--- src/common/scvd_consts.vh ---
// register offsets, field positions and reset values for the dma registers
// assumes byte addressing on a 32-bit apb bus
`ifndef SCVD_CONSTS_VH
`define SCVD_CONSTS_VH
`define SCVD_ADDR_W          12
`define SCVD_OFS_SND_CTRL    12'h190
`define SCVD_OFS_SND_STATE   12'h194
`define SCVD_OFS_CUR_FETCH   12'h1c0
`define SCVD_OFS_CUR_START   12'h1c4
`define SCVD_OFS_VLO_FETCH   12'h1c8
`define SCVD_OFS_VUP_FETCH   12'h1d0
`define SCVD_OFS_VBUF_LAST   12'h1d4
`define SCVD_OFS_VBUF_FIRST  12'h1d8
`define SCVD_OFS_VUP_ORIGIN  12'h1dc
`define SCVD_OFS_VLO_ORIGIN  12'h1e8
`define SCVD_CTRL_CLEAR      7
`define SCVD_CTRL_ENABLE     5
`define SCVD_CTRL_FIXED      5'h10
`define SCVD_FIXED_HI        4
`define SCVD_STATE_HI        2
`define SCVD_STATE_RESET     3'h6
`define SCVD_STATE_OVR_IRQ   3'h6
`define SCVD_PTR_HI          28
`define SCVD_PTR_LO          4
`define SCVD_END_HI          23
`define SCVD_LAST_BIT        30
`define SCVD_EQUAL_BIT       29
`define SCVD_PTR_W           25
`define SCVD_END_W           20
`endif

--- src/hw/scvd_ptr.v ---
// one quadword fetch pointer: load from origin, step, software write
// the module itself gives load priority over step and write over both
`default_nettype none
module scvd_ptr (
   input  wire        clk,
   input  wire        resetn,
   input  wire        wr,
   input  wire [24:0] wr_val,
   input  wire        load,
   input  wire [24:0] load_val,
   input  wire        step,
   input  wire        wrap,
   input  wire [24:0] wrap_val,
   output reg  [24:0] ptr
);
   always @(posedge clk or negedge resetn) begin
      if (!resetn) begin
         ptr <= 25'h0;
      end else if (wr) begin
         ptr <= wr_val;
      end else if (load) begin
         ptr <= load_val;
      end else if (step) begin
         // stepping past the buffer end restarts at buffer start
         if (wrap) begin
            ptr <= wrap_val;
         end else begin
            ptr <= ptr + 25'h1;
         end
      end
   end
endmodule
`default_nettype wire

--- src/hw/scvd_dma_regs.v ---
// sound, cursor and video dma register block with apb slave
// assumes the fetch engine pulses retrace and fetch strobes on clk
`default_nettype none
`include "scvd_consts.vh"
module scvd_dma_regs (
   input  wire        clk,
   input  wire        resetn,
   input  wire        psel,
   input  wire        penable,
   input  wire        pwrite,
   input  wire [11:0] paddr,
   input  wire [31:0] pwdata,
   output reg  [31:0] prdata,
   output reg         pready,
   output reg         pslverr,
   input  wire        vertical_retrace_period,
   input  wire        cursor_fetch_done,
   input  wire        video_upper_fetch_done,
   input  wire        video_lower_fetch_done,
   input  wire [2:0]  sound_next_state,
   input  wire        sound_state_update,
   output reg         sound_enable,
   output reg  [24:0] cursor_fetch_addr,
   output reg  [24:0] video_upper_fetch_addr,
   output reg  [24:0] video_lower_fetch_addr,
   output reg         video_equal
);
   reg         ctrl_enable;
   reg  [2:0]  sound_dma_state;
   reg  [24:0] cursor_start_pointer;
   reg  [19:0] video_buffer_last;
   reg  [24:0] video_buffer_first;
   reg  [24:0] video_upper_frame_origin;
   reg         origin_last;
   reg  [24:0] video_lower_frame_origin;
   reg         retrace_q;
   wire [24:0] cursor_fetch_pointer;
   wire [24:0] video_upper_fetch_pointer;
   wire [24:0] video_lower_fetch_pointer;
   wire        wr_en;
   wire        rd_en;
   wire [24:0] wr_ptr;
   wire        retrace_start;
   wire        equal_up;
   wire        equal_lo;
   reg  [31:0] next_prdata;
   reg         next_pslverr;

   // write lands at the edge ending the access cycle, while pready is high
   assign wr_en = psel & penable & pwrite & pready;
   assign rd_en = psel & ~penable & ~pwrite;
   // low four address bits and bits above the field are dropped
   assign wr_ptr = pwdata[`SCVD_PTR_HI:`SCVD_PTR_LO];
   // one load per retrace period, on its leading edge
   assign retrace_start = vertical_retrace_period & ~retrace_q;

   // comparator on the end field only; upper pointer bits ignored
   assign equal_up = (video_upper_fetch_pointer[`SCVD_END_W-1:0] ==
                      video_buffer_last);
   assign equal_lo = (video_lower_fetch_pointer[`SCVD_END_W-1:0] ==
                      video_buffer_last);

   scvd_ptr u_cursor (
      .clk      (clk),
      .resetn   (resetn),
      .wr       (wr_en && paddr == `SCVD_OFS_CUR_FETCH),
      .wr_val   (wr_ptr),
      .load     (retrace_start),
      .load_val (cursor_start_pointer),
      .step     (cursor_fetch_done),
      .wrap     (1'b0),
      .wrap_val (25'h0),
      .ptr      (cursor_fetch_pointer)
   );

   scvd_ptr u_video_upper (
      .clk      (clk),
      .resetn   (resetn),
      .wr       (wr_en && paddr == `SCVD_OFS_VUP_FETCH),
      .wr_val   (wr_ptr),
      .load     (retrace_start),
      .load_val (video_upper_frame_origin),
      .step     (video_upper_fetch_done),
      .wrap     (equal_up),
      .wrap_val (video_buffer_first),
      .ptr      (video_upper_fetch_pointer)
   );

   scvd_ptr u_video_lower (
      .clk      (clk),
      .resetn   (resetn),
      .wr       (wr_en && paddr == `SCVD_OFS_VLO_FETCH),
      .wr_val   (wr_ptr),
      .load     (retrace_start),
      .load_val (video_lower_frame_origin),
      .step     (video_lower_fetch_done),
      .wrap     (equal_lo),
      .wrap_val (video_buffer_first),
      .ptr      (video_lower_fetch_pointer)
   );

   // per-register write strobes, taken at the edge ending the access
   wire        wr_ctrl;
   wire        wr_cur_start;
   wire        wr_last;
   wire        wr_first;
   wire        wr_up_origin;
   wire        wr_lo_origin;
   wire        clear_req;

   assign wr_ctrl      = wr_en & (paddr == `SCVD_OFS_SND_CTRL);
   assign wr_cur_start = wr_en & (paddr == `SCVD_OFS_CUR_START);
   assign wr_last      = wr_en & (paddr == `SCVD_OFS_VBUF_LAST);
   assign wr_first     = wr_en & (paddr == `SCVD_OFS_VBUF_FIRST);
   assign wr_up_origin = wr_en & (paddr == `SCVD_OFS_VUP_ORIGIN);
   assign wr_lo_origin = wr_en & (paddr == `SCVD_OFS_VLO_ORIGIN);
   // clear is a pulse: no storage, so it self-clears
   assign clear_req    = wr_ctrl & pwdata[`SCVD_CTRL_CLEAR];

   // retrace edge detector idles low like its pin: no edge after reset
   always @(posedge clk or negedge resetn) begin
      if (!resetn) begin
         retrace_q <= 1'b0;
      end else begin
         retrace_q <= vertical_retrace_period;
      end
   end

   // sound channel enable
   always @(posedge clk or negedge resetn) begin
      if (!resetn) begin
         ctrl_enable <= 1'b0;
      end else if (wr_ctrl) begin
         ctrl_enable <= pwdata[`SCVD_CTRL_ENABLE];
      end
   end

   // cursor start pointer
   always @(posedge clk or negedge resetn) begin
      if (!resetn) begin
         cursor_start_pointer <= 25'h0;
      end else if (wr_cur_start) begin
         cursor_start_pointer <= wr_ptr;
      end
   end

   // buffer last keeps only the end field
   always @(posedge clk or negedge resetn) begin
      if (!resetn) begin
         video_buffer_last <= 20'h0;
      end else if (wr_last) begin
         video_buffer_last <= pwdata[`SCVD_END_HI:`SCVD_PTR_LO];
      end
   end

   // buffer first, the wrap target
   always @(posedge clk or negedge resetn) begin
      if (!resetn) begin
         video_buffer_first <= 25'h0;
      end else if (wr_first) begin
         video_buffer_first <= wr_ptr;
      end
   end

   // upper origin; last flag is stored as written, never checked
   always @(posedge clk or negedge resetn) begin
      if (!resetn) begin
         video_upper_frame_origin <= 25'h0;
         origin_last              <= 1'b0;
      end else if (wr_up_origin) begin
         video_upper_frame_origin <= wr_ptr;
         origin_last              <= pwdata[`SCVD_LAST_BIT];
      end
   end

   // lower origin; its last bit is not stored
   always @(posedge clk or negedge resetn) begin
      if (!resetn) begin
         video_lower_frame_origin <= 25'h0;
      end else if (wr_lo_origin) begin
         video_lower_frame_origin <= wr_ptr;
      end
   end

   // sound state machine state; the clear write wins over the engine
   always @(posedge clk or negedge resetn) begin
      if (!resetn) begin
         sound_dma_state <= `SCVD_STATE_RESET;
      end else if (clear_req) begin
         sound_dma_state <= `SCVD_STATE_OVR_IRQ;
      end else if (sound_state_update) begin
         sound_dma_state <= sound_next_state;
      end
   end

   // read mux
   always @* begin
      next_prdata  = 32'h0;
      next_pslverr = 1'b0;
      case (paddr)
         `SCVD_OFS_SND_CTRL: begin
            next_prdata[`SCVD_CTRL_ENABLE] = ctrl_enable;
            next_prdata[`SCVD_FIXED_HI:0] = `SCVD_CTRL_FIXED;
         end
         `SCVD_OFS_SND_STATE: begin
            next_prdata[`SCVD_STATE_HI:0] = sound_dma_state;
         end
         `SCVD_OFS_CUR_FETCH: begin
            next_prdata[`SCVD_PTR_HI:`SCVD_PTR_LO] = cursor_fetch_pointer;
         end
         `SCVD_OFS_CUR_START: begin
            next_prdata[`SCVD_PTR_HI:`SCVD_PTR_LO] = cursor_start_pointer;
         end
         `SCVD_OFS_VLO_FETCH: begin
            next_prdata[`SCVD_PTR_HI:`SCVD_PTR_LO] =
               video_lower_fetch_pointer;
         end
         `SCVD_OFS_VUP_FETCH: begin
            next_prdata[`SCVD_PTR_HI:`SCVD_PTR_LO] =
               video_upper_fetch_pointer;
         end
         `SCVD_OFS_VBUF_LAST: begin
            next_prdata[`SCVD_END_HI:`SCVD_PTR_LO] = video_buffer_last;
         end
         `SCVD_OFS_VBUF_FIRST: begin
            next_prdata[`SCVD_PTR_HI:`SCVD_PTR_LO] = video_buffer_first;
         end
         `SCVD_OFS_VUP_ORIGIN: begin
            next_prdata[`SCVD_LAST_BIT] = origin_last;
            next_prdata[`SCVD_EQUAL_BIT] = equal_up;
            next_prdata[`SCVD_PTR_HI:`SCVD_PTR_LO] =
               video_upper_frame_origin;
         end
         `SCVD_OFS_VLO_ORIGIN: begin
            next_prdata[`SCVD_EQUAL_BIT] = equal_lo;
            next_prdata[`SCVD_PTR_HI:`SCVD_PTR_LO] =
               video_lower_frame_origin;
         end
         default: begin
            next_pslverr = 1'b1;
         end
      endcase
   end

   // apb answer: always zero wait states
   always @(posedge clk or negedge resetn) begin
      if (!resetn) begin
         prdata  <= 32'h0;
         pready  <= 1'b0;
         pslverr <= 1'b0;
      end else begin
         pready  <= psel & ~penable;
         pslverr <= psel & ~penable & next_pslverr;
         if (rd_en) begin
            prdata <= next_prdata;
         end
      end
   end

   // enable to the engine, one cycle behind the register
   always @(posedge clk or negedge resetn) begin
      if (!resetn) begin
         sound_enable <= 1'b0;
      end else begin
         sound_enable <= ctrl_enable;
      end
   end

   // fetch addresses lag the pointers by one cycle
   always @(posedge clk or negedge resetn) begin
      if (!resetn) begin
         cursor_fetch_addr <= 25'h0;
      end else begin
         cursor_fetch_addr <= cursor_fetch_pointer;
      end
   end

   always @(posedge clk or negedge resetn) begin
      if (!resetn) begin
         video_upper_fetch_addr <= 25'h0;
      end else begin
         video_upper_fetch_addr <= video_upper_fetch_pointer;
      end
   end

   always @(posedge clk or negedge resetn) begin
      if (!resetn) begin
         video_lower_fetch_addr <= 25'h0;
      end else begin
         video_lower_fetch_addr <= video_lower_fetch_pointer;
      end
   end

   // only the upper comparator leaves the block
   always @(posedge clk or negedge resetn) begin
      if (!resetn) begin
         video_equal <= 1'b0;
      end else begin
         video_equal <= equal_up;
      end
   end
endmodule
`default_nettype wire

--- config.mk ---
export PLATFORM = sky130hd
export DESIGN_NAME = scvd_dma_regs
export DESIGN_NICKNAME = d
export VERILOG_FILES = /design/src/hw/scvd_ptr.v /design/src/hw/scvd_dma_regs.v
export VERILOG_INCLUDE_DIRS = /design/src /design/src/common
export SDC_FILE = /design/constraint.sdc
export NUM_CORES = 1
export LEC_CHECK = 0
export BUFFER_PORTS_ARGS = -buffer_cell sky130_fd_sc_hd__buf_2
export CORE_MARGIN = 4
export CORE_UTILIZATION = 54
export DETAILED_ROUTE_END_ITERATION = 8
export PLACE_DENSITY = 0.77
export REMOVE_ABC_BUFFERS = 1
export SLEW_MARGIN = 15
export SYNTH_ARGS = -nofsm -noshare
export SYNTH_HDL_FRONTEND = slang
export SYNTH_SLANG_ARGS = --single-unit
--- constraint.sdc ---
create_clock -name clk -period 2.61 [get_ports clk]
set_clock_uncertainty 0.2 [all_clocks]
set_input_delay 0.522 -clock clk [delete_from_list [all_inputs] [get_ports clk]]
set_output_delay 0.522 -clock clk [all_outputs]
set_load 0.005 [all_outputs]
Yosys cells after proc, flatten, opt, wreduce, memory -nomap -nowiden
Cells that the tools add are included.
{"block": "totals", "romBits": 0, "ff_bits": 310, "mem_bits_rw": 0, "out_inout_bits": 111, "input_bits": 57, "elab_cells": 80, "mem_count": 0, "latch_bits": 0}
{"block": "classes", "order_cmp": 0, "add_sub_neg": 3, "reduce_logical": 8, "n_eq_ne": 12, "div": 0, "mux": 20, "shifts": 0, "bitwise_logic": 17, "multipliers": 0}
{"cell": "$mux 25", "count": 11}
{"cell": "$pmux 18 s8", "count": 1}
{"cell": "$eq 12x9->1 const B", "count": 10}
{"cell": "$add 25x1->25 const B", "count": 3}
{"cell": "$eq 20x20->1", "count": 2}
{"cell": "$pmux 5 s7", "count": 1}
{"cell": "$pmux 2 s9", "count": 1}
{"cell": "$and 1x1->1", "count": 14}
{"cell": "$reduce_or 10->1", "count": 1}
{"cell": "$mux 3", "count": 3}
{"cell": "$reduce_bool 3->1", "count": 3}
{"cell": "$logic_and 1x1->1", "count": 3}
{"cell": "$not 1->1", "count": 3}
{"cell": "$mux 1", "count": 2}
{"cell": "$pmux 1 s2", "count": 1}
{"cell": "$reduce_bool 2->1", "count": 1}

Longest topological paths before layout
{"block": "logic_depth", "ltp_word": 6, "depth_mapped": 9}

Hierarchy
Synthesis repeated with hierarchy kept, for this count alone.
{"block": "hier_totals", "cells_unflattened": 1628, "hier_area_um2": 17040.1}
{"mod": "scvd_dma_regs", "area_each_um2": 10366.2, "instances": 1, "cells_per_inst": 776}
{"mod": "scvd_ptr", "area_each_um2": 2224.6, "instances": 3, "cells_per_inst": 284}

Least setup slack after synthesis
Ideal clock, no wire load.
{"block": "synth_timing", "path_kind": "in2reg", "from": "in paddr[2]", "to": "reg video_lower_frame_origin[14]", "t_arrival_ns": 2.605, "setup_ns": 0.125, "path_buffers": 4, "required_time_ns": 2.285, "path_stages": 8, "setup_slack_ns": -0.320, "path_cell_list": "buf_2 -> or4b_1 -> clkbuf_1 -> nor3b_1 -> and3_1 -> buf_2 -> buf_2 -> mux2_2"}
{"block": "synth_via", "elab_chain_len": 2}
{"item": "start: declaration", "line_no": "scvd_dma_regs.v:11", "text": "input wire [11:0] paddr,"}
{"item": "$eq 12x9->1"}
{"item": "$and 1x1->1", "line_no": "scvd_dma_regs.v:116", "text": "assign wr_lo_origin = wr_en & (paddr == `SCVD_OFS_VLO_ORIGIN);"}
{"item": "end signal: assignment", "line_no": "scvd_dma_regs.v:181", "text": "video_lower_frame_origin <= wr_ptr;"}
{"item": "end: declaration", "line_no": "scvd_dma_regs.v:35", "text": "reg [24:0] video_lower_frame_origin;"}
No other way between the ends.
A chain may end at the register's enable or synchronous reset.

Worst setup path after layout
{"block": "layout_timing", "from": "reg u_video_upper.ptr[0]", "to": "reg u_video_upper.ptr[20]"}
{"block": "layout_via", "elab_chain_len": 5, "elab_cells_between_ends": 6}
{"item": "start: declaration", "line_no": "scvd_ptr.v:14", "text": "output reg [24:0] ptr"}
{"item": "start signal: assignment", "line_no": "scvd_ptr.v:20", "text": "ptr <= wr_val;"}
{"item": "start signal: assignment", "line_no": "scvd_ptr.v:22", "text": "ptr <= load_val;"}
{"item": "start signal: assignment", "line_no": "scvd_ptr.v:26", "text": "ptr <= wrap_val;"}
{"item": "$add 25x1->25 / $eq 20x20->1 (equally long branches)", "line_no": "scvd_ptr.v:28, scvd_dma_regs.v:58"}
{"item": "$mux 25 *", "line_no": "scvd_ptr.v:25", "text": "if (wrap) begin"}
{"item": "$mux 25 *", "line_no": "scvd_ptr.v:23", "text": "end else if (step) begin"}
{"item": "$mux 25 *", "line_no": "scvd_ptr.v:21", "text": "end else if (load) begin"}
{"item": "$mux 25 *", "line_no": "scvd_ptr.v:19", "text": "end else if (wr) begin"}
Every way passes the cells marked *; elsewhere a longest branch is shown, timed or not. The select of a mux whose other input is x is not followed.

==> impl_metrics.ini <==
[drt]
drc = 0
drtPass1Iterations = 6
drtIter0Drc = 1841
vias = 14000
wl_microns = 53900
ant_nets = 0
wl_per_cell_microns = 24.6
via_per_inst = 6.38

[cts]
numCtsBuffers = 31
clockRootBuffer = clkbuf_16
cts.clk_slew.worst_paths_ps = 60
cts_setup_buffers = 0
cts_tree = done
cts-htree-levels = 1
clock_latency_ps = 570
cts.path.max_buffers = 3
clock_sinks = 310

[layout]
fillerInstances = 2214
multi_input_area_sq_um = 7510
post-route-cell-area_sq_um = 19300
seqCellArea_sq_um = 7760
final_nets = 1842
instances_no_fill = 2190
syn_to_final_growth_pct = 21.9
antenna_cells = 0
drive_gt1_frac = 0.298

[synthesis]
synth_top_family_by_area = multiplexers
yosys_warnings = 0
syn_inst = 1512
synth_fa_ha_area_frac = 0.00237
netlist_area_sq_um = 15800
synth_edf_count = 0
avgSynthCellArea_sq_um = 10.5
ys_types = 62
synth-seq-cells = 310
synth-main-ff-cell = dfrtp_1
synth-xor-area-share = 0.0593
synthMuxAreaShare = 0.150
synth-simple-area-share = 0.136
yosysSeqAreaShare = 0.491
synthArstFlopShare = 1.00
synth-compound-area-share = 0.125

[timing]
setup_ws_ps = -59.3
fin_hold_ws_ps = 14.0
setup_violations = 1
max_slew.worst_pin.slew_ps = 634
finalHoldViolCount = 0
timing.final.crit_share = 1.02
rsz0062_at_grt = no
timing.final.crit_period_ps = 2670
slew_viol_final = 0
maxSlewHeadroom = 0.573
max_clock_freq_mhz = 375

[global_route]
grt_overflow = 0
use_met1 = 0.452
grt_pass1_vias = 13900
grt.total_usage = 0.332
met3_usage = 0.0723
met2_usage = 0.509
grt_antenna_before_repair = 0
grt_pass1_wl_microns = 81700
grt_start_max_net_pins = 78
grt-busiest-layer = met2

[placement]
gp_congestion = 1.01
place_area_sq_um = 18300
place.detailed.hpwl_microns = 38500
port_buffers = 159
dp.cells = 2129
pre_cts_ws_ps = -393

[setup_path]
worstPathArrival_ps = 2950
worstSetupStartpointType = register
path_max_fanout = 6
required_ps = 2890
end_kind = register
crit_type = register to register

[pwr]
power_mw = 11.1
leakage_nw = 9.64
peakVddDrop_v = 0.000423
power_density_nw_per_um2 = 577

[job]
cap_violations = 0

[worst_hold_path]
hp-class = input pin to register

[run_status]
violations = setup timing
status = complete, but fails checks

[floorplan]
ios = 168
start_util = 0.549
fp-row-count = 62
core_sq_um = 28800
die_area_sq_um = 32100
die_w_microns = 179
fp.dieH_microns = 179
[synth_stat cells (4+ instances only)]
library cell | n | area share
a211oi_1 | 12 | 0.0057
a21o_1 | 4 | 0.0019
a21oi_1 | 82 | 0.026
a221oi_1 | 15 | 0.0083
a22o_1 | 15 | 0.0083
a22oi_1 | 33 | 0.016
a31oi_1 | 4 | 0.0016
and2_1 | 6 | 0.0024
and3_1 | 34 | 0.013
and4_1 | 8 | 0.0044
buf_1 | 12 | 0.0028
buf_2 | 11 | 0.0035
buf_6 | 4 | 0.0028
clkbuf_1 | 87 | 0.021
dfrtp_1 | 308 | 0.49
inv_1 | 20 | 0.0047
mux2_2 | 105 | 0.075
mux2_4 | 18 | 0.017
mux2i_1 | 89 | 0.056
nand2_1 | 110 | 0.026
nand2b_1 | 6 | 0.0024
nand3_1 | 52 | 0.016
nand4_1 | 15 | 0.0059
nor2_1 | 84 | 0.020
nor3_1 | 39 | 0.012
nor3b_1 | 22 | 0.010
nor4_1 | 19 | 0.0075
o211ai_1 | 5 | 0.0024
o21ai_0 | 86 | 0.027
o221ai_1 | 4 | 0.0022
o22ai_1 | 37 | 0.015
o2bb2ai_1 | 4 | 0.0022
o311ai_0 | 4 | 0.0022
o31ai_1 | 6 | 0.0028
or3_1 | 7 | 0.0028
or4_1 | 4 | 0.0019
xnor2_1 | 44 | 0.024
xor2_1 | 63 | 0.035
[worst paths after layout]
| check | cells past startpoint | startpoint | endpoint | slack [ps] |
|---|---|---|---|---|
| hold / removal | 3 | sound_next_state[1] | sound_dma_state[1]$_DFFE_PN1P_ | 10 |
| max in group asynchronous | 4 | resetn | u_video_lower.ptr[3]$_DFFE_PN0P_ | 1180 |
| hold reg to reg | 0 | ctrl_enable$_DFFE_PN0N_ | sound_enable$_DFF_PN0_ | 220 |
| setup reg to reg | 7 | u_video_upper.ptr[0]$_DFFE_PN0P_ | u_video_upper.ptr[20]$_DFFE_PN0P_ | -60 |
| min in group asynchronous | 2 | resetn | cursor_fetch_addr[2]$_DFF_PN0_ | 230 |
| setup / recovery | 7 | u_video_upper.ptr[0]$_DFFE_PN0P_ | u_video_upper.ptr[20]$_DFFE_PN0P_ | -60 |
[power breakdown]
| part | switching [mW] | total (mW) | internal [mW] |
|---|---|---|---|
| logic | 0.932 | 1.58 | 0.646 |
| clock network | 1.91 | 4.27 | 2.36 |
| registers | 0.226 | 5.27 | 5.04 |
[per-stage QoR]
step	utilization	setup TNS [ps]
floorplan	-	-275060
global route	0.670	0
global placement	0.635	-30920
CTS	0.669	0
finish	0.670	-59.3
detailed placement	0.635	-34990
[repair_timing]
item | in CTS | in global routing
endpoints found under the setup margin | 0 | 2
hold endpoints to repair | 84 | 0
hold buffers | 4 | 0
resized for setup | 0 | 2
[layer usage]
| layer | wire, microns | share of wire |
|---|---|---|
| met1 | 21000 | 0.39 |
| met2 | 23600 | 0.44 |
| met3 | 6290 | 0.12 |
| met4 | 3100 | 0.057 |
| met5 | 0 | 0 |
[cell families after synthesis]
| kind of cell | count (synthesis) |
|---|---|
| buf+inv | 138 |
| mux | 213 |
| flops | 310 |
| compound gates | 319 |
| simple gates | 421 |
| other cells | 1 |
| fa+ha+maj | 3 |
| xor+xnor | 107 |
[flip-flops by register name, summed over array words and instances (netlist names), 3 cells and up]
name	flops
prdata	30
cursor_fetch_addr	25
cursor_start_pointer	25
u_cursor.ptr	25
u_video_lower.ptr	25
u_video_upper.ptr	25
video_buffer_first	25
video_lower_fetch_addr	25
video_lower_frame_origin	25
video_upper_fetch_addr	25
video_upper_frame_origin	25
video_buffer_last	20
sound_dma_state	3
[cells in the final DEF (no fill, tap or decap), types with 20 or more instances in the layout]
master and count:
a22oi_1 33, nor3_1 36, o22ai_1 37, a21oi_1 82
buf_4 175, xor2_1 63, nand2_1 110, nor2_1 84
mux2_2 105, dfrtp_1 308, nand3_1 52, mux2i_1 89
clkbuf_16 31, inv_1 20, o21ai_0 85, nor3b_1 22
xnor2_1 44, and3_1 34, buf_2 158
[cell type report]
class / instances / area share
clock buffer: 45 / 0.0461
clock inverter: 12 / 0.00390
inverter: 20 / 0.00390
multi-input combinational: 1065 / 0.390
sequential: 310 / 0.403
tap: 384 / 0.0249
timing repair buffer: 354 / 0.129
[critical path, cell delays in order, from the launching register on]
cell and delay, ps:
dfrtp_1 530, ha_1 350, and3_1 280, nand2_1 170
buf_4 230, nor4_1 490, xnor2_1 120, a211oi_1 230
(Power assumes the default switching activity.)
